--- src/verilog/asbt_cfg.svh ---
`ifndef ASBT_CFG_SVH
`define ASBT_CFG_SVH
// Summary of operation
// (RULE1) The bit-rate divisor k is an eight-bit value that is valid from 8 to 255.
// (RULE2) A four-bit selector picks the base clock that feeds the divisor counters.
// (RULE3) Software should use selector 1H with k 130 for 19200 bps and 2H with 130 for 9600 bps.
// (RULE4) Each bit after a start bit is sampled from the divisor counter, and the stop bit decides.
// (RULE5) A frame is eleven bits: start, eight data, parity and stop.
// (RULE6) The receive sampling point keeps a margin of two base clocks.
// (RULE7) Incoming rates up to 22k/(21k+2) of the programmed rate are accepted.
// (RULE8) Incoming rates down to 20k/(21k-2) of the programmed rate are accepted.
// (RULE9) The remote rate error must stay inside the band that the divisor allows.
// (RULE10) Software chooses base clock and divisor so the reception error stays in tolerance.
// (RULE11) Back-to-back frames get two extra base clocks between stop and next start.
// (RULE12) The receiver restarts its bit timing at every detected start bit.
// (RULE13) Bit rate is the base clock frequency divided by twice the divisor.
// (RULE14) While the unit power enable is low the base clock stays low.
// (RULE15) The receive counter starts on a start bit and halts after one frame.
// (RULE16) Transmit and receive have separate divisor counters on the same base clock and k.
`define ASBT_K_MIN      8'h08
`define ASBT_SEL_MAX    4'ha
`define ASBT_PRE_W      10
`define ASBT_FRAME_LAST 4'ha
`define ASBT_PARITY_IDX 4'h9
`define ASBT_GAP_TICKS  2'h2
`define ASBT_FIFO_DEPTH 8
`endif

--- src/verilog/asbt_pkg.sv ---
package asbt_pkg;
    typedef enum logic [1:0] {ASBT_TX_IDLE, ASBT_TX_GAP, ASBT_TX_SHIFT} asbt_tx_st_t;
    typedef enum logic {ASBT_RX_IDLE, ASBT_RX_BUSY} asbt_rx_st_t;
    typedef struct packed {
        logic [7:0] data;
        logic       parity_err;
        logic       frame_err;
    } asbt_rx_word_t;
endpackage

--- src/verilog/asbt_top.sv ---
`timescale 1ns/1ps
`include "asbt_cfg.svh"

module asbt_fifo
    import asbt_pkg::*;
#(
    parameter int WIDTH = 8,
    parameter int DEPTH = 8
) (
    input  wire logic             i_clk,
    input  wire logic             i_rst,
    input  wire logic             i_in_valid,
    input  wire logic [WIDTH-1:0] i_in_data,
    output logic                  o_in_ready,
    output logic                  o_out_valid,
    output logic [WIDTH-1:0]      o_out_data,
    input  wire logic             i_out_ready
);
    localparam int AW = $clog2(DEPTH);
    logic [WIDTH-1:0] mem_q [DEPTH];
    logic [AW-1:0]    wr_q;
    logic [AW-1:0]    rd_q;
    logic [AW:0]      cnt_q;
    logic             push;
    logic             pop;

    assign o_in_ready  = (cnt_q != DEPTH[AW:0]);
    assign o_out_valid = (cnt_q != '0);
    assign o_out_data  = mem_q[rd_q];
    assign push        = i_in_valid && o_in_ready;
    assign pop         = o_out_valid && i_out_ready;

    always_ff @(posedge i_clk) begin
        if (push) begin
            mem_q[wr_q] <= i_in_data;
        end
    end

    always_ff @(posedge i_clk) begin
        if (i_rst) begin
            wr_q  <= '0;
            rd_q  <= '0;
            cnt_q <= '0;
        end else begin
            if (push) begin
                wr_q <= (wr_q == AW'(DEPTH - 1)) ? '0 : wr_q + 1'b1;
            end
            if (pop) begin
                rd_q <= (rd_q == AW'(DEPTH - 1)) ? '0 : rd_q + 1'b1;
            end
            cnt_q <= cnt_q + {{AW{1'b0}}, push} - {{AW{1'b0}}, pop};
        end
    end
endmodule // asbt_fifo

module asbt_top
    import asbt_pkg::*;
#(
    parameter int FIFO_DEPTH = `ASBT_FIFO_DEPTH
) (
    input  wire logic       i_clk,
    input  wire logic       i_rst,
    input  wire logic       i_unit_power_enable,
    input  wire logic       i_tx_enable,
    input  wire logic       i_rx_enable,
    input  wire logic [3:0] i_base_clock_select,
    input  wire logic [7:0] i_rate_divisor_value,
    input  wire logic       i_tx_valid,
    input  wire logic [7:0] i_tx_data,
    output logic            o_tx_ready,
    output logic            o_txd,
    input  wire logic       i_rxd,
    output logic            o_rx_valid,
    output asbt_rx_word_t   o_rx_word
);
    // Base clock divides fx by 2^select; selects beyond the table give no tick
    function automatic logic base_tick_of(input logic [`ASBT_PRE_W-1:0] pre,
                                          input logic [3:0] sel);
        logic [`ASBT_PRE_W:0] m;
        m = ({{`ASBT_PRE_W{1'b0}}, 1'b1} << sel) - {{`ASBT_PRE_W{1'b0}}, 1'b1};
        return (sel <= `ASBT_SEL_MAX) && ((pre & m[`ASBT_PRE_W-1:0]) == m[`ASBT_PRE_W-1:0]);
    endfunction

    // Values below the legal floor run as the floor
    function automatic logic [7:0] k_of(input logic [7:0] k);
        return (k < `ASBT_K_MIN) ? `ASBT_K_MIN : k;
    endfunction

    logic [`ASBT_PRE_W-1:0] pre_q;
    logic                   base_tick;
    logic [7:0]             k_eff;
    logic                   tx_on;
    logic                   rx_on;

    assign k_eff     = k_of(i_rate_divisor_value); // RULE1
    assign tx_on     = i_unit_power_enable && i_tx_enable;
    assign rx_on     = i_unit_power_enable && i_rx_enable;
    assign base_tick = i_unit_power_enable && base_tick_of(pre_q, i_base_clock_select); // RULE2 RULE14

    always_ff @(posedge i_clk) begin
        if (i_rst || !i_unit_power_enable) begin
            pre_q <= '0; // RULE14
        end else begin
            pre_q <= pre_q + 1'b1;
        end
    end

    // Transmit path
    logic        f_valid;
    logic [7:0]  f_data;
    logic        f_pop;
    asbt_tx_st_t tx_st_q;
    logic [7:0]  tx_half_q;
    logic        tx_ph_q;
    logic [3:0]  tx_idx_q;
    logic [1:0]  tx_gap_q;
    logic [10:0] tx_sh_q;
    logic        tx_half_end;
    logic        tx_adv;
    logic        tx_load;

    asbt_fifo #(.WIDTH(8), .DEPTH(FIFO_DEPTH)) u_fifo (
        .i_clk       (i_clk),
        .i_rst       (i_rst),
        .i_in_valid  (i_tx_valid),
        .i_in_data   (i_tx_data),
        .o_in_ready  (o_tx_ready),
        .o_out_valid (f_valid),
        .o_out_data  (f_data),
        .i_out_ready (f_pop)
    );

    assign tx_half_end = base_tick && (tx_half_q == k_eff - 8'h01);
    assign tx_adv      = (tx_st_q == ASBT_TX_SHIFT) && tx_half_end && tx_ph_q; // RULE13
    assign tx_load     = tx_on && f_valid && base_tick &&
                         ((tx_st_q == ASBT_TX_IDLE) ||
                          (tx_st_q == ASBT_TX_GAP && tx_gap_q == `ASBT_GAP_TICKS - 2'h1));
    assign f_pop       = tx_load;
    assign o_txd       = tx_sh_q[0];

    always_ff @(posedge i_clk) begin
        if (i_rst || !tx_on) begin
            tx_st_q <= ASBT_TX_IDLE;
            tx_idx_q <= '0;
            tx_gap_q <= '0;
            tx_sh_q  <= '1;
        end else if (tx_load) begin
            tx_st_q  <= ASBT_TX_SHIFT;
            tx_idx_q <= '0;
            tx_sh_q  <= {1'b1, ^f_data, f_data, 1'b0}; // RULE5
        end else if (tx_st_q == ASBT_TX_GAP) begin
            if (base_tick) begin
                tx_gap_q <= tx_gap_q + 2'h1; // RULE11
            end
        end else if (tx_adv) begin
            tx_sh_q <= {1'b1, tx_sh_q[10:1]};
            if (tx_idx_q == `ASBT_FRAME_LAST) begin
                tx_st_q  <= f_valid ? ASBT_TX_GAP : ASBT_TX_IDLE; // RULE11
                tx_gap_q <= '0;
                tx_idx_q <= '0;
            end else begin
                tx_idx_q <= tx_idx_q + 4'h1;
            end
        end
    end

    always_ff @(posedge i_clk) begin
        if (i_rst || !tx_on || tx_load || tx_st_q != ASBT_TX_SHIFT) begin
            tx_half_q <= '0;
            tx_ph_q   <= 1'b0;
        end else if (tx_half_end) begin
            tx_half_q <= '0; // RULE16
            tx_ph_q   <= ~tx_ph_q;
        end else if (base_tick) begin
            tx_half_q <= tx_half_q + 8'h01;
        end
    end

    // Receive path
    asbt_rx_st_t rx_st_q;
    logic        rxd_prev_q;
    logic [7:0]  rx_half_q;
    logic        rx_ph_q;
    logic [3:0]  rx_idx_q;
    logic [7:0]  rx_sh_q;
    logic        rx_par_q;
    logic        rx_start;
    logic        rx_sample;

    assign rx_start  = rx_on && (rx_st_q == ASBT_RX_IDLE) && rxd_prev_q && !i_rxd;
    // Sampling at mid-bit leaves about half a bit, less two base clocks, of slack
    assign rx_sample = (rx_st_q == ASBT_RX_BUSY) && base_tick &&
                       (rx_half_q == k_eff - 8'h01) && !rx_ph_q; // RULE4 RULE6 RULE7 RULE8

    always_ff @(posedge i_clk) begin
        if (i_rst) begin
            rxd_prev_q <= 1'b1;
        end else begin
            rxd_prev_q <= i_rxd;
        end
    end

    always_ff @(posedge i_clk) begin
        if (i_rst || !rx_on || rx_start || rx_st_q == ASBT_RX_IDLE) begin
            rx_half_q <= '0; // RULE12 RULE15
            rx_ph_q   <= 1'b0;
        end else if (base_tick && rx_half_q == k_eff - 8'h01) begin
            rx_half_q <= '0; // RULE16
            rx_ph_q   <= ~rx_ph_q;
        end else if (base_tick) begin
            rx_half_q <= rx_half_q + 8'h01;
        end
    end

    always_ff @(posedge i_clk) begin
        if (i_rst || !rx_on) begin
            rx_st_q  <= ASBT_RX_IDLE;
            rx_idx_q <= '0;
            rx_sh_q  <= '0;
            rx_par_q <= 1'b0;
        end else if (rx_start) begin
            rx_st_q  <= ASBT_RX_BUSY; // RULE12
            rx_idx_q <= '0;
        end else if (rx_sample) begin
            rx_idx_q <= rx_idx_q + 4'h1;
            if (rx_idx_q == 4'h0 && i_rxd) begin
                rx_st_q <= ASBT_RX_IDLE; // False start
            end else if (rx_idx_q == `ASBT_PARITY_IDX) begin
                rx_par_q <= i_rxd;
            end else if (rx_idx_q == `ASBT_FRAME_LAST) begin
                rx_st_q <= ASBT_RX_IDLE; // RULE15
            end else if (rx_idx_q != 4'h0) begin
                rx_sh_q <= {i_rxd, rx_sh_q[7:1]};
            end
        end
    end

    always_ff @(posedge i_clk) begin
        if (i_rst) begin
            o_rx_valid <= 1'b0;
            o_rx_word  <= '0;
        end else begin
            o_rx_valid <= rx_on && rx_sample && rx_idx_q == `ASBT_FRAME_LAST;
            if (rx_on && rx_sample && rx_idx_q == `ASBT_FRAME_LAST) begin
                o_rx_word.data       <= rx_sh_q;
                o_rx_word.parity_err <= (^rx_sh_q) != rx_par_q;
                o_rx_word.frame_err  <= !i_rxd; // RULE4
            end
        end
    end
endmodule // asbt_top

--- config.mk ---
export PLATFORM = sky130hd
export DESIGN_NAME = asbt_top
export DESIGN_NICKNAME = d
export VERILOG_FILES = /design/src/verilog/asbt_pkg.sv /design/src/verilog/asbt_top.sv
export VERILOG_INCLUDE_DIRS = /design/src /design/src/verilog
export SDC_FILE = /design/constraint.sdc
export NUM_CORES = 1
export LEC_CHECK = 0
export ABC_AREA = 1
export ABC_CLOCK_PERIOD_IN_PS = 2600
export CORE_MARGIN = 5
export CORE_UTILIZATION = 35
export CTS_CLUSTER_DIAMETER = 60
export DETAILED_ROUTE_END_ITERATION = 8
export DONT_BUFFER_PORTS = 1
export PLACE_DENSITY = 0.59
export RECOVER_POWER = 50
export SLEW_MARGIN = 25
export SYNTH_ARGS = -nofsm -noshare
export SYNTH_HDL_FRONTEND = slang
export SYNTH_SLANG_ARGS = --single-unit
export TNS_END_PERCENT = 20
--- constraint.sdc ---
create_clock -name i_clk -period 2.6 [get_ports i_clk]
set_input_delay 0 -clock i_clk [delete_from_list [all_inputs] [get_ports i_clk]]
set_output_delay 0 -clock i_clk [all_outputs]
set_load 0.01 [all_outputs]
== After elaboration in Yosys (flattened, before gate mapping) ==
Memories as Yosys holds them, arrays and structs flattened. A register that Yosys moved wholly into a read port is not among the register bits.
Cells that the tools add are included.
W data, S select, Z words.

* Add/subtract/negate cells: 12
* $lt $le $gt $ge: 2
* Eq/ne operators: 17
* Shift-type cells: 1
* Mux-type cells: 25
* Bitwise logic cells: 10
* Reductions and logical operators: 60

{| class="wikitable"
|+ Operators with widths
! cell !! count
|-
| $mux W10 || 3
|-
| $logic_and A1 B1 Y1 || 23
|-
| $add A8 B1 Y8 const B || 2
|-
| $eq A8 B8 Y1 || 2
|-
| $mux W2 || 8
|-
| $reduce_xor A8 Y1 || 2
|-
| $eq A4 B4 Y1 const B || 3
|-
| $mux W3 || 4
|-
| $add A10 B1 Y10 const B || 1
|-
| $and A10 B10 Y10 || 1
|-
| $eq A10 B10 Y1 || 1
|-
| $reduce_bool A2 Y1 || 5
|-
| $shl A1 B4 Y10 const A || 1
|-
| $sub A10 B1 Y10 const B || 1
|-
| $not A1 Y1 || 9
|-
| $reduce_and A3 Y1 || 3
|-
| $add A4 B1 Y4 const B || 2
|-
| $logic_or A1 B1 Y1 || 8
|-
| $lt A8 B4 Y1 const B || 1
|-
| $mux W1 || 8
|-
| $mux W8 || 1
|-
| $reduce_and A4 Y1 || 2
|-
| $reduce_bool A4 Y1 || 2
|-
| $reduce_or A2 Y1 || 4
|-
| other kinds (20) || 30
|}

* Bits in registers: 82
* RAM bits: 64
* Output and inout port bits: 13
* Memories: 1

{| class="wikitable"
|+ Memories
! name !! words !! bits a word !! rd ports !! clocked after memory_dff !! wr ports !! RTL line !! source
|-
| u_fifo.mem_q || 8 || 8 || 1 || 1 || 1 || asbt_top.sv:20 || <nowiki>logic [WIDTH-1:0] mem_q [DEPTH];</nowiki>
|}

== Longest topological paths before layout ==
Gate-level depths: netlist (run 1).

* Word-level depth: 12
* Mapped depth: 21
* Depth with buffers taken out: 20

== Hierarchy ==
From an unflattened synthesis (run 1), not the netlist that was laid out.

* Cell total of the unflattened synthesis: 1006
* Area, all modules: 7840.0 sq um

{| class="wikitable"
|+ By module, submodules not included
! module !! instances !! cells an instance !! area each (sq um) !! sequential area each (sq um)
|-
| asbt_top || 1 || 637 || 4282.9 || 1441.4
|-
| asbt_fifo || 1 || 369 || 3557.2 || 2182.1
|}

== Worst setup path before layout (run 1) ==
No wires, ideal clock.

* Kind: input to register
* From: input i_base_clock_select[3]
* To: register u_fifo.cnt_q[1]
* Arrival time: 2.392 ns
* Data required time: 2.476 ns
* Path slack: 0.084 ns
* Stages: 19
* Path buffers: 2
* Cell sequence: buf_6 > nor2_2 > nand2_1 > ha_1 > nor2_1 > nor2_1 > nand3_1 > nor2_1 > nand2_1 > nor2_8 > nand2_4 > inv_2 > buf_2 > ha_1 > inv_1 > ha_1 > fa_1 > inv_1 > nor2_1

* Cells in the longest elaborated chain, start to end: 10

{| class="wikitable"
|+ Ends and longest elaborated chain
! what !! RTL line !! source
|-
| from (decl) || asbt_top.sv:66 || <nowiki>input wire logic [3:0] i_base_clock_select,</nowiki>
|-
| $shl A1 B4 Y10 || asbt_top.sv:80 || <nowiki>m = ({{`ASBT_PRE_W{1'b0}}, 1'b1} << sel) - {{`ASBT_PRE_W{1'b0}}, 1'b1};</nowiki>
|-
| $sub A10 B1 Y10 || asbt_top.sv:80 ||
|-
| $and A10 B10 Y10 || asbt_top.sv:81 || <nowiki>return (sel <= `ASBT_SEL_MAX) && ((pre & m[`ASBT_PRE_W-1:0]) == m[`ASBT_PRE_W-1:0]);</nowiki>
|-
| $eq A10 B10 Y1 || asbt_top.sv:81 ||
|-
| $logic_and A1 B1 Y1 * || asbt_top.sv:81 ||
|-
| $logic_and A1 B1 Y1 * || asbt_top.sv:98 || <nowiki>assign base_tick = i_unit_power_enable && base_tick_of(pre_q, i_base_clock_select);</nowiki>
|-
| $logic_and A1 B1 Y1 * (2 in a row) || asbt_top.sv:135 || <nowiki>assign tx_load = tx_on && f_valid && base_tick &&</nowiki>
|-
| $logic_and A1 B1 Y1 * || asbt_top.sv:31 || <nowiki>assign pop = o_out_valid && i_out_ready;</nowiki>
|-
| net u_fifo.pop || asbt_top.sv:25 || <nowiki>logic pop;</nowiki>
|-
| $sub A4 B1 Y4 * || asbt_top.sv:51 || <nowiki>cnt_q <= cnt_q + {{AW{1'b0}}, push} - {{AW{1'b0}}, pop};</nowiki>
|-
| to (signal assigned) || asbt_top.sv:51 ||
|-
| to (decl) || asbt_top.sv:23 || <nowiki>logic [AW:0] cnt_q;</nowiki>
|}

The timed path passes the listed nets; every way through them passes the cells marked *.
A chain may end at the register's enable or synchronous reset.

== Final worst setup path (run 1) ==
* From: register u_fifo.cnt_q[2]
* To: register u_fifo.cnt_q[2]

* Cells in the longest elaborated chain, start to end: 6

{| class="wikitable"
|+ Ends and longest elaborated chain
! what !! RTL line
|-
| parallel branches: the longest is 5 deep, another holds $add A4 B1 Y4 || n/a
|-
| $sub A4 B1 Y4 * || asbt_top.sv:51
|}

Every way passes the cells marked *.

==> impl_metrics.csv, run 1 <==
group,metric,value,unit
synthesis,synthMuxAreaShare,0,%
global_routing,grtUsageTotal,13.6,%
synthesis,netlist_instances,930,
placement,place.port_buffers,0,
synthesis,syn_avg_cell_area,8.04,µm²
pwr,peakVddDrop,0.000479,V
layout,nFillCells,2089,
placement,globalplace.congestion,0.791,
worst_setup_path,path_class,"flop to flop",
sta,finalSetupViolations,0,
cts,clkTransAtPathRegs,70,ps
sta,final_hold_viol_count,0,
placement,dpl.hpwl,11100,µm
worst_setup_path,crit_fanout,3,
die,die-area,24400,µm²
drt,drt_wl_total,15900,µm
placement,placed_cells,1207,
worst_setup_path,arrival,2570,ps
worst_setup_path,critPathLaunchType,"flop",
sta,max_freq,442,MHz
worst_setup_path,cpPeakStageDelay,380,ps
drt,drc_errors,0,
sta,relSlewSlack,54.4,%
die,fp-row-count,53,
synthesis,synth_fa_ha_area_share,3.62,%
drt,wl_per_cell,12.6,µm
synthesis,synthFlopType,"dfxtp_1",
worst_setup_path,cp-end-kind,"flop",
worst_setup_path,required,2900,ps
synthesis,mappedNetlistArea,7470,µm²
synthesis,synth_area_leaders,"edfxtp_1 (26%), dfxtp_1 (23%), nand2_1 (10%)",
cts,worstSkewPairLatency,430,ps
global_routing,grt_start_max_net_pins,25,
synthesis,synth_top_family_by_area,"simple AND/OR/NAND/NOR gates",
cts,cts_setup_buffers,0,
layout,final_cell_area,8640,µm²
pwr,power.density,641,nW/µm²
cts,cts_tree,"done",
layout,multiInputGateArea,3330,µm²
synthesis,synth-compound-area-share,8.59,%
job,drv_cap,0,
sta,slew_violations,0,
layout,drive_above_1_share,9.90,%
global_routing,grt_pass1_vias,5593,
sta,tns,0,ps
drt,initialDrtViolationCount,252,
sta,rsz0062_at_grt,"false",
sta,worstMarginPinSlew,678,ps
cts,cts_root_buffer,"clkbuf_16",
drt,vias_per_cell,4.66,
cts,cts_made_buffers,17,
synthesis,synth-simple-area-share,28.5,%
synthesis,ys_types,43,
synthesis,synth_edf_count,64,
synthesis,yosysSeqAreaShare,48.5,%
synthesis,syn_nets,978,
synthesis,ys_top_cells_by_count,"nand2_1 (203), nor2_1 (150), inv_1 (102)",
synthesis,synth.most_common_cell,"nand2_1",
placement,placed_area,7880,µm²
synthesis,yosysTopAreaCell,"edfxtp_1",
sta,min_period_over_period,87.0,%
cts,h-tree-depth,4,
pwr,p_leak,0.00356,µW
synthesis,synth_top_area_share,25.7,%
worst_setup_path,slowest_stage,"fa_1",
cts,cts.path.max_buffers,2,
worst_setup_path,critPathTopFamily,"adder cells",
drt,ant_nets,0,
layout,n_antenna_cell,0,
die,start_util,35.6,%
layout,syn2layout_area_growth,15.6,%
sta,min_period,2260,ps
global_routing,antenna_found_initial,0,
cts,cts.sinks,149,
worst_setup_path,cp_num_buf_inv,3,
drt,vias,5847,
sta,fin_skew,11.5,ps
layout,regArea,3620,µm²
layout,nNetsFinal,1015,
worst_setup_path,path_cells,"inv_1 > ha_1 > nand3_1 > nand2_1 > nor4_2 > nand2_4 > inv_1 > ha_1 > inv_1 > ha_1 > fa_1 > xnor2_1 > nor2_1",
outcome,status,"completed",
synthesis,yosysWarnings,0,
global_routing,grt_pass1_wl,26900,µm
die,io_pins,40,
die,core,21000,µm²
die,die_h,156,µm
die,die_w,156,µm
global_routing,grt-ovfl-total,0,
synthesis,ys_ff_latch,149,
synthesis,async_reset_ff_share,0,%
layout,layout.cells.non_filler,1255,
drt,drt_first_pass_iters,5,
min_path,min_path_type,"input port to flop",
synthesis,synth_xor_area_share,3.75,%
==> worst paths after layout <==
path	start	to	slack (ps)	depth (start not counted)
min	i_base_clock_select[1]	rx_half_q[1]$_SDFFE_PP0N_	100	6
max	u_fifo.cnt_q[2]$_SDFF_PP0_	u_fifo.cnt_q[2]$_SDFF_PP0_	340	13
max reg2reg	u_fifo.cnt_q[2]$_SDFF_PP0_	u_fifo.cnt_q[2]$_SDFF_PP0_	340	13
min reg2reg	tx_ph_q$_SDFFE_PP0P_	tx_ph_q$_SDFFE_PP0P_	450	1
==> what timing repair did <==
item | in CTS | in global routing
gates resized for setup | 0 | 1
hold buffers | 16 | 0
setup endpoints to repair | 0 | 1
hold endpoints to repair | 93 | 0
==> per-stage QoR <==
stage	total power (µW)	utilization, %	setup WS (ps)	hold WS [ps]
6_report	5530	41.1	339	101
5_1_grt	5780	41.1	80.8	148
4_1_cts	5600	41.1	191	71.4
3_5_place_dp	3120	37.5	209	77.9
3_3_place_gp	3110	37.5	233	76.2
2_1_floorplan	2980	-	83.6	93.5
==> layer usage <==
layer	wire (µm)	global-route usage, %	vias up
li1	-	-	3097
met1	7390	17.5	2623
met2	7520	22.5	116
met3	776	3.72	11
met4	170	3.55	0
met5	0	0	-
==> power by group <==
group	leakage [µW]	total, µW	switching [µW]	internal (µW)
logic	0.00201	540	340	200
clock network	0.000290	2430	1130	1300
registers	0.00127	2560	28.1	2530
==> sequential cells by signal, indices dropped and copies added, names as in the netlist, 8 cells and up, named ones only <==
register,flops
o_rx_word,10
pre_q,10
rx_half_q,8
rx_sh_q,8
tx_half_q,8
tx_sh_q,10
u_fifo.mem_q,64
==> cells by family after synthesis <==
logic type	Yosys count
simple gates	480
fa+ha+maj	21
xor+xnor	32
buf+inv	132
compound gates	116
flops	149
==> layout by cell type, fill, tap and decap left out, types with 5 or more instances in the layout <==
master,n
a21oi_1,37
buf_4,21
clkbuf_16,17
dfxtp_1,85
dlygate4sd3_1,16
edfxtp_1,64
ha_1,20
inv_1,103
inv_2,5
inv_8,7
nand2_1,203
nand2_2,10
nand3_1,58
nand4_1,13
nor2_1,150
nor2_2,10
nor3_1,9
o21ai_0,55
o22ai_1,13
xnor2_1,11
xor2_1,21
==> tightest hold or removal path, cell delays in order <==
cell and delay, ps:
nand4_1 80, nand3_1 80, nand2_2 120, nor2_8 80, nand2_1 60, a21oi_1 50
==> area by class of cell <==
| cell class | instances | area share (%) |
|---|---|---|
| tap | 275 | 3.98 |
| inverter | 111 | 4.82 |
| clock inverter | 15 | 1.97 |
| sequential | 149 | 42.0 |
| timing repair buffer | 39 | 3.77 |
| clock buffer | 17 | 4.93 |
| multi-input combinational | 649 | 38.6 |
No activity file was read; power rests on OpenSTA's default activity.
==> inputs of run 2 (changes only) <==
- CORE_MARGIN: 5 -> unset
==> run 2 against run 1 <==
- combinational power is 1% lower
- routed wire length grew 0.12%
- register-to-register slack worse by 97 ps
- fmax is 4.1% lower
- sequential share of layout area fell by 0.085 points
- clock skew increased by 4.7 ps
- final cell count rose by 0.16%
==> impl_metrics.csv, run 2 (synthesized netlist as in run 1, its figures left out) <==
group,metric,value,unit
cts,cts_made_buffers,17,
sta,worstMarginPinSlew,679,ps
layout,most-common-layout-cells,"nand2_1 (203), nor2_1 (150), inv_1 (102), dfxtp_1 (85), edfxtp_1 (64)",
sta,rsz0062_at_grt,"false",
sta,min_period,2360,ps
die,die_h,148,µm
global_routing,grt_pass1_wl,26900,µm
die,die-area,21900,µm²
drt,drt_first_pass_iters,4,
placement,place.port_buffers,0,
layout,largest_reg_flops,64,
global_routing,antenna_found_initial,0,
die,start_util,35.7,%
cts,cts.path.max_buffers,2,
layout,drive_above_1_share,10.1,%
layout,n_antenna_cell,0,
sta,tns,0,ps
drt,drc_errors,0,
layout,nNetsFinal,1017,
die,core,21000,µm²
worst_setup_path,arrival,2650,ps
layout,top_register,"u_fifo.mem_q",
placement,dpl.hpwl,11100,µm
global_routing,grtUsageTotal,15.4,%
cts,worstSkewPairLatency,430,ps
cts,clkTransAtPathRegs,70,ps
sta,setup_ws,241,ps
worst_setup_path,crit_fanout,14,
pwr,peakVddDrop,0.000387,V
sta,final_hold_viol_count,0,
sta,min_period_over_period,90.7,%
pwr,power.density,639,nW/µm²
cts,cts_setup_buffers,0,
layout,nFillCells,2124,
outcome,status,"completed",
sta,slew_violations,0,
cts,cts_root_buffer,"clkbuf_16",
sta,relSlewSlack,54.3,%
global_routing,grt-ovfl-total,0,
sta,finalSetupViolations,0,
layout,regArea,3620,µm²
global_routing,grt_pass1_vias,5666,
sta,fin_skew,16.2,ps
worst_setup_path,critPathLaunchType,"flop",
die,fp-row-count,53,
cts,cts_tree,"done",
worst_setup_path,cp-end-kind,"flop",
layout,mostFrequentLayoutCell,"nand2_1",
layout,final_core_util,41.3,%
placement,place_ws,143,ps
drt,vias_per_cell,4.73,
worst_setup_path,required,2890,ps
sta,max_freq,424,MHz
worst_setup_path,path_class,"flop to flop",
drt,vias,5949,
cts,h-tree-depth,4,
drt,ant_nets,0,
cts,cts.sinks,149,
drt,drt_wl_total,15900,µm
min_path,min_path_type,"input port to flop",
die,die_w,148,µm
job,drv_cap,0,
placement,globalplace.congestion,0.813,
drt,wl_per_cell,12.6,µm
drt,initialDrtViolationCount,256,
layout,syn2layout_area_growth,15.8,%
die,io_pins,40,
global_routing,grt_start_max_net_pins,22,
layout,multiInputGateArea,3330,µm²
pwr,p_leak,0.00357,µW
## run 2: cell types whose count changed in the layout (fill, tap and decap cells not counted)
cell and delta:
inv_1 -1, clkinv_8 -1, inv_6 +3, buf_12 +1
clkbuf_1 +1, clkinv_4 -1, inv_2 +1, clkinvlp_4 -1
## run 2: worst paths after layout
path	startpoint	endpoint	slack (ps)	cells past startpoint
worst max register to register	u_fifo.cnt_q[2]$_SDFF_PP0_	u_fifo.cnt_q[1]$_SDFF_PP0_	240	13
worst min register to register	tx_ph_q$_SDFFE_PP0P_	tx_ph_q$_SDFFE_PP0P_	460	1
worst max-delay path	u_fifo.cnt_q[2]$_SDFF_PP0_	u_fifo.cnt_q[1]$_SDFF_PP0_	240	13
worst min-delay path	i_rate_divisor_value[7]	rx_ph_q$_SDFFE_PP0P_	120	6
## run 2: per-stage QoR
stage / instances / area, µm² / power [µW] / hold slack (ps)
CTS: 1257 / 8660 / 5600 / 81.1
floorplan: 930 / 7470 / 2980 / 93.5
global route: 1257 / 8650 / 5780 / 160
global placement: 1209 / 7910 / 3100 / 74.3
finish: 1257 / 8650 / 5530 / 117
detailed placement: 1209 / 7910 / 3120 / 75.2
## run 2: layer usage
metal	wire length (µm)	vias to the layer above	GRT usage [%]
li1	-	3106	-
met1	7770	2763	19.7
met2	7520	66	25.5
met3	444	14	3.65
met4	148	0	5.15
met5	0	-	0
## run 2: where the power goes
group | leakage [µW] | total (µW) | switching [µW] | internal (µW)
logic | 0.00201 | 534 | 339 | 195
clock network | 0.000292 | 2440 | 1140 | 1300
registers | 0.00127 | 2560 | 27.0 | 2530
## run 2: worst max-delay path, cell delays in order, from the launching register on
cell and delay (ps):
dfxtp_1 310, inv_1 60, ha_1 200, nand3_1 110, nand2_1 80, nor4_2 240
nand2_4 180, inv_2 90, ha_1 220, inv_1 60, ha_1 170, fa_1 420
inv_1 60, nor2_1 30
## run 2: cell type report
class	instances	share of cell area (%)
Clock buffer	17	4.92
Timing Repair Buffer	41	4.03
Tap cell	275	3.98
Multi-Input combinational cell	649	38.5
Sequential cell	149	41.9
Inverter	111	4.81
Clock inverter	15	1.89
## run 2: what timing repair did
item,in CTS,in global routing
hold endpoints to repair,95,0
endpoints found under the setup margin,0,3
hold buffers,16,0
gates resized for setup,0,1
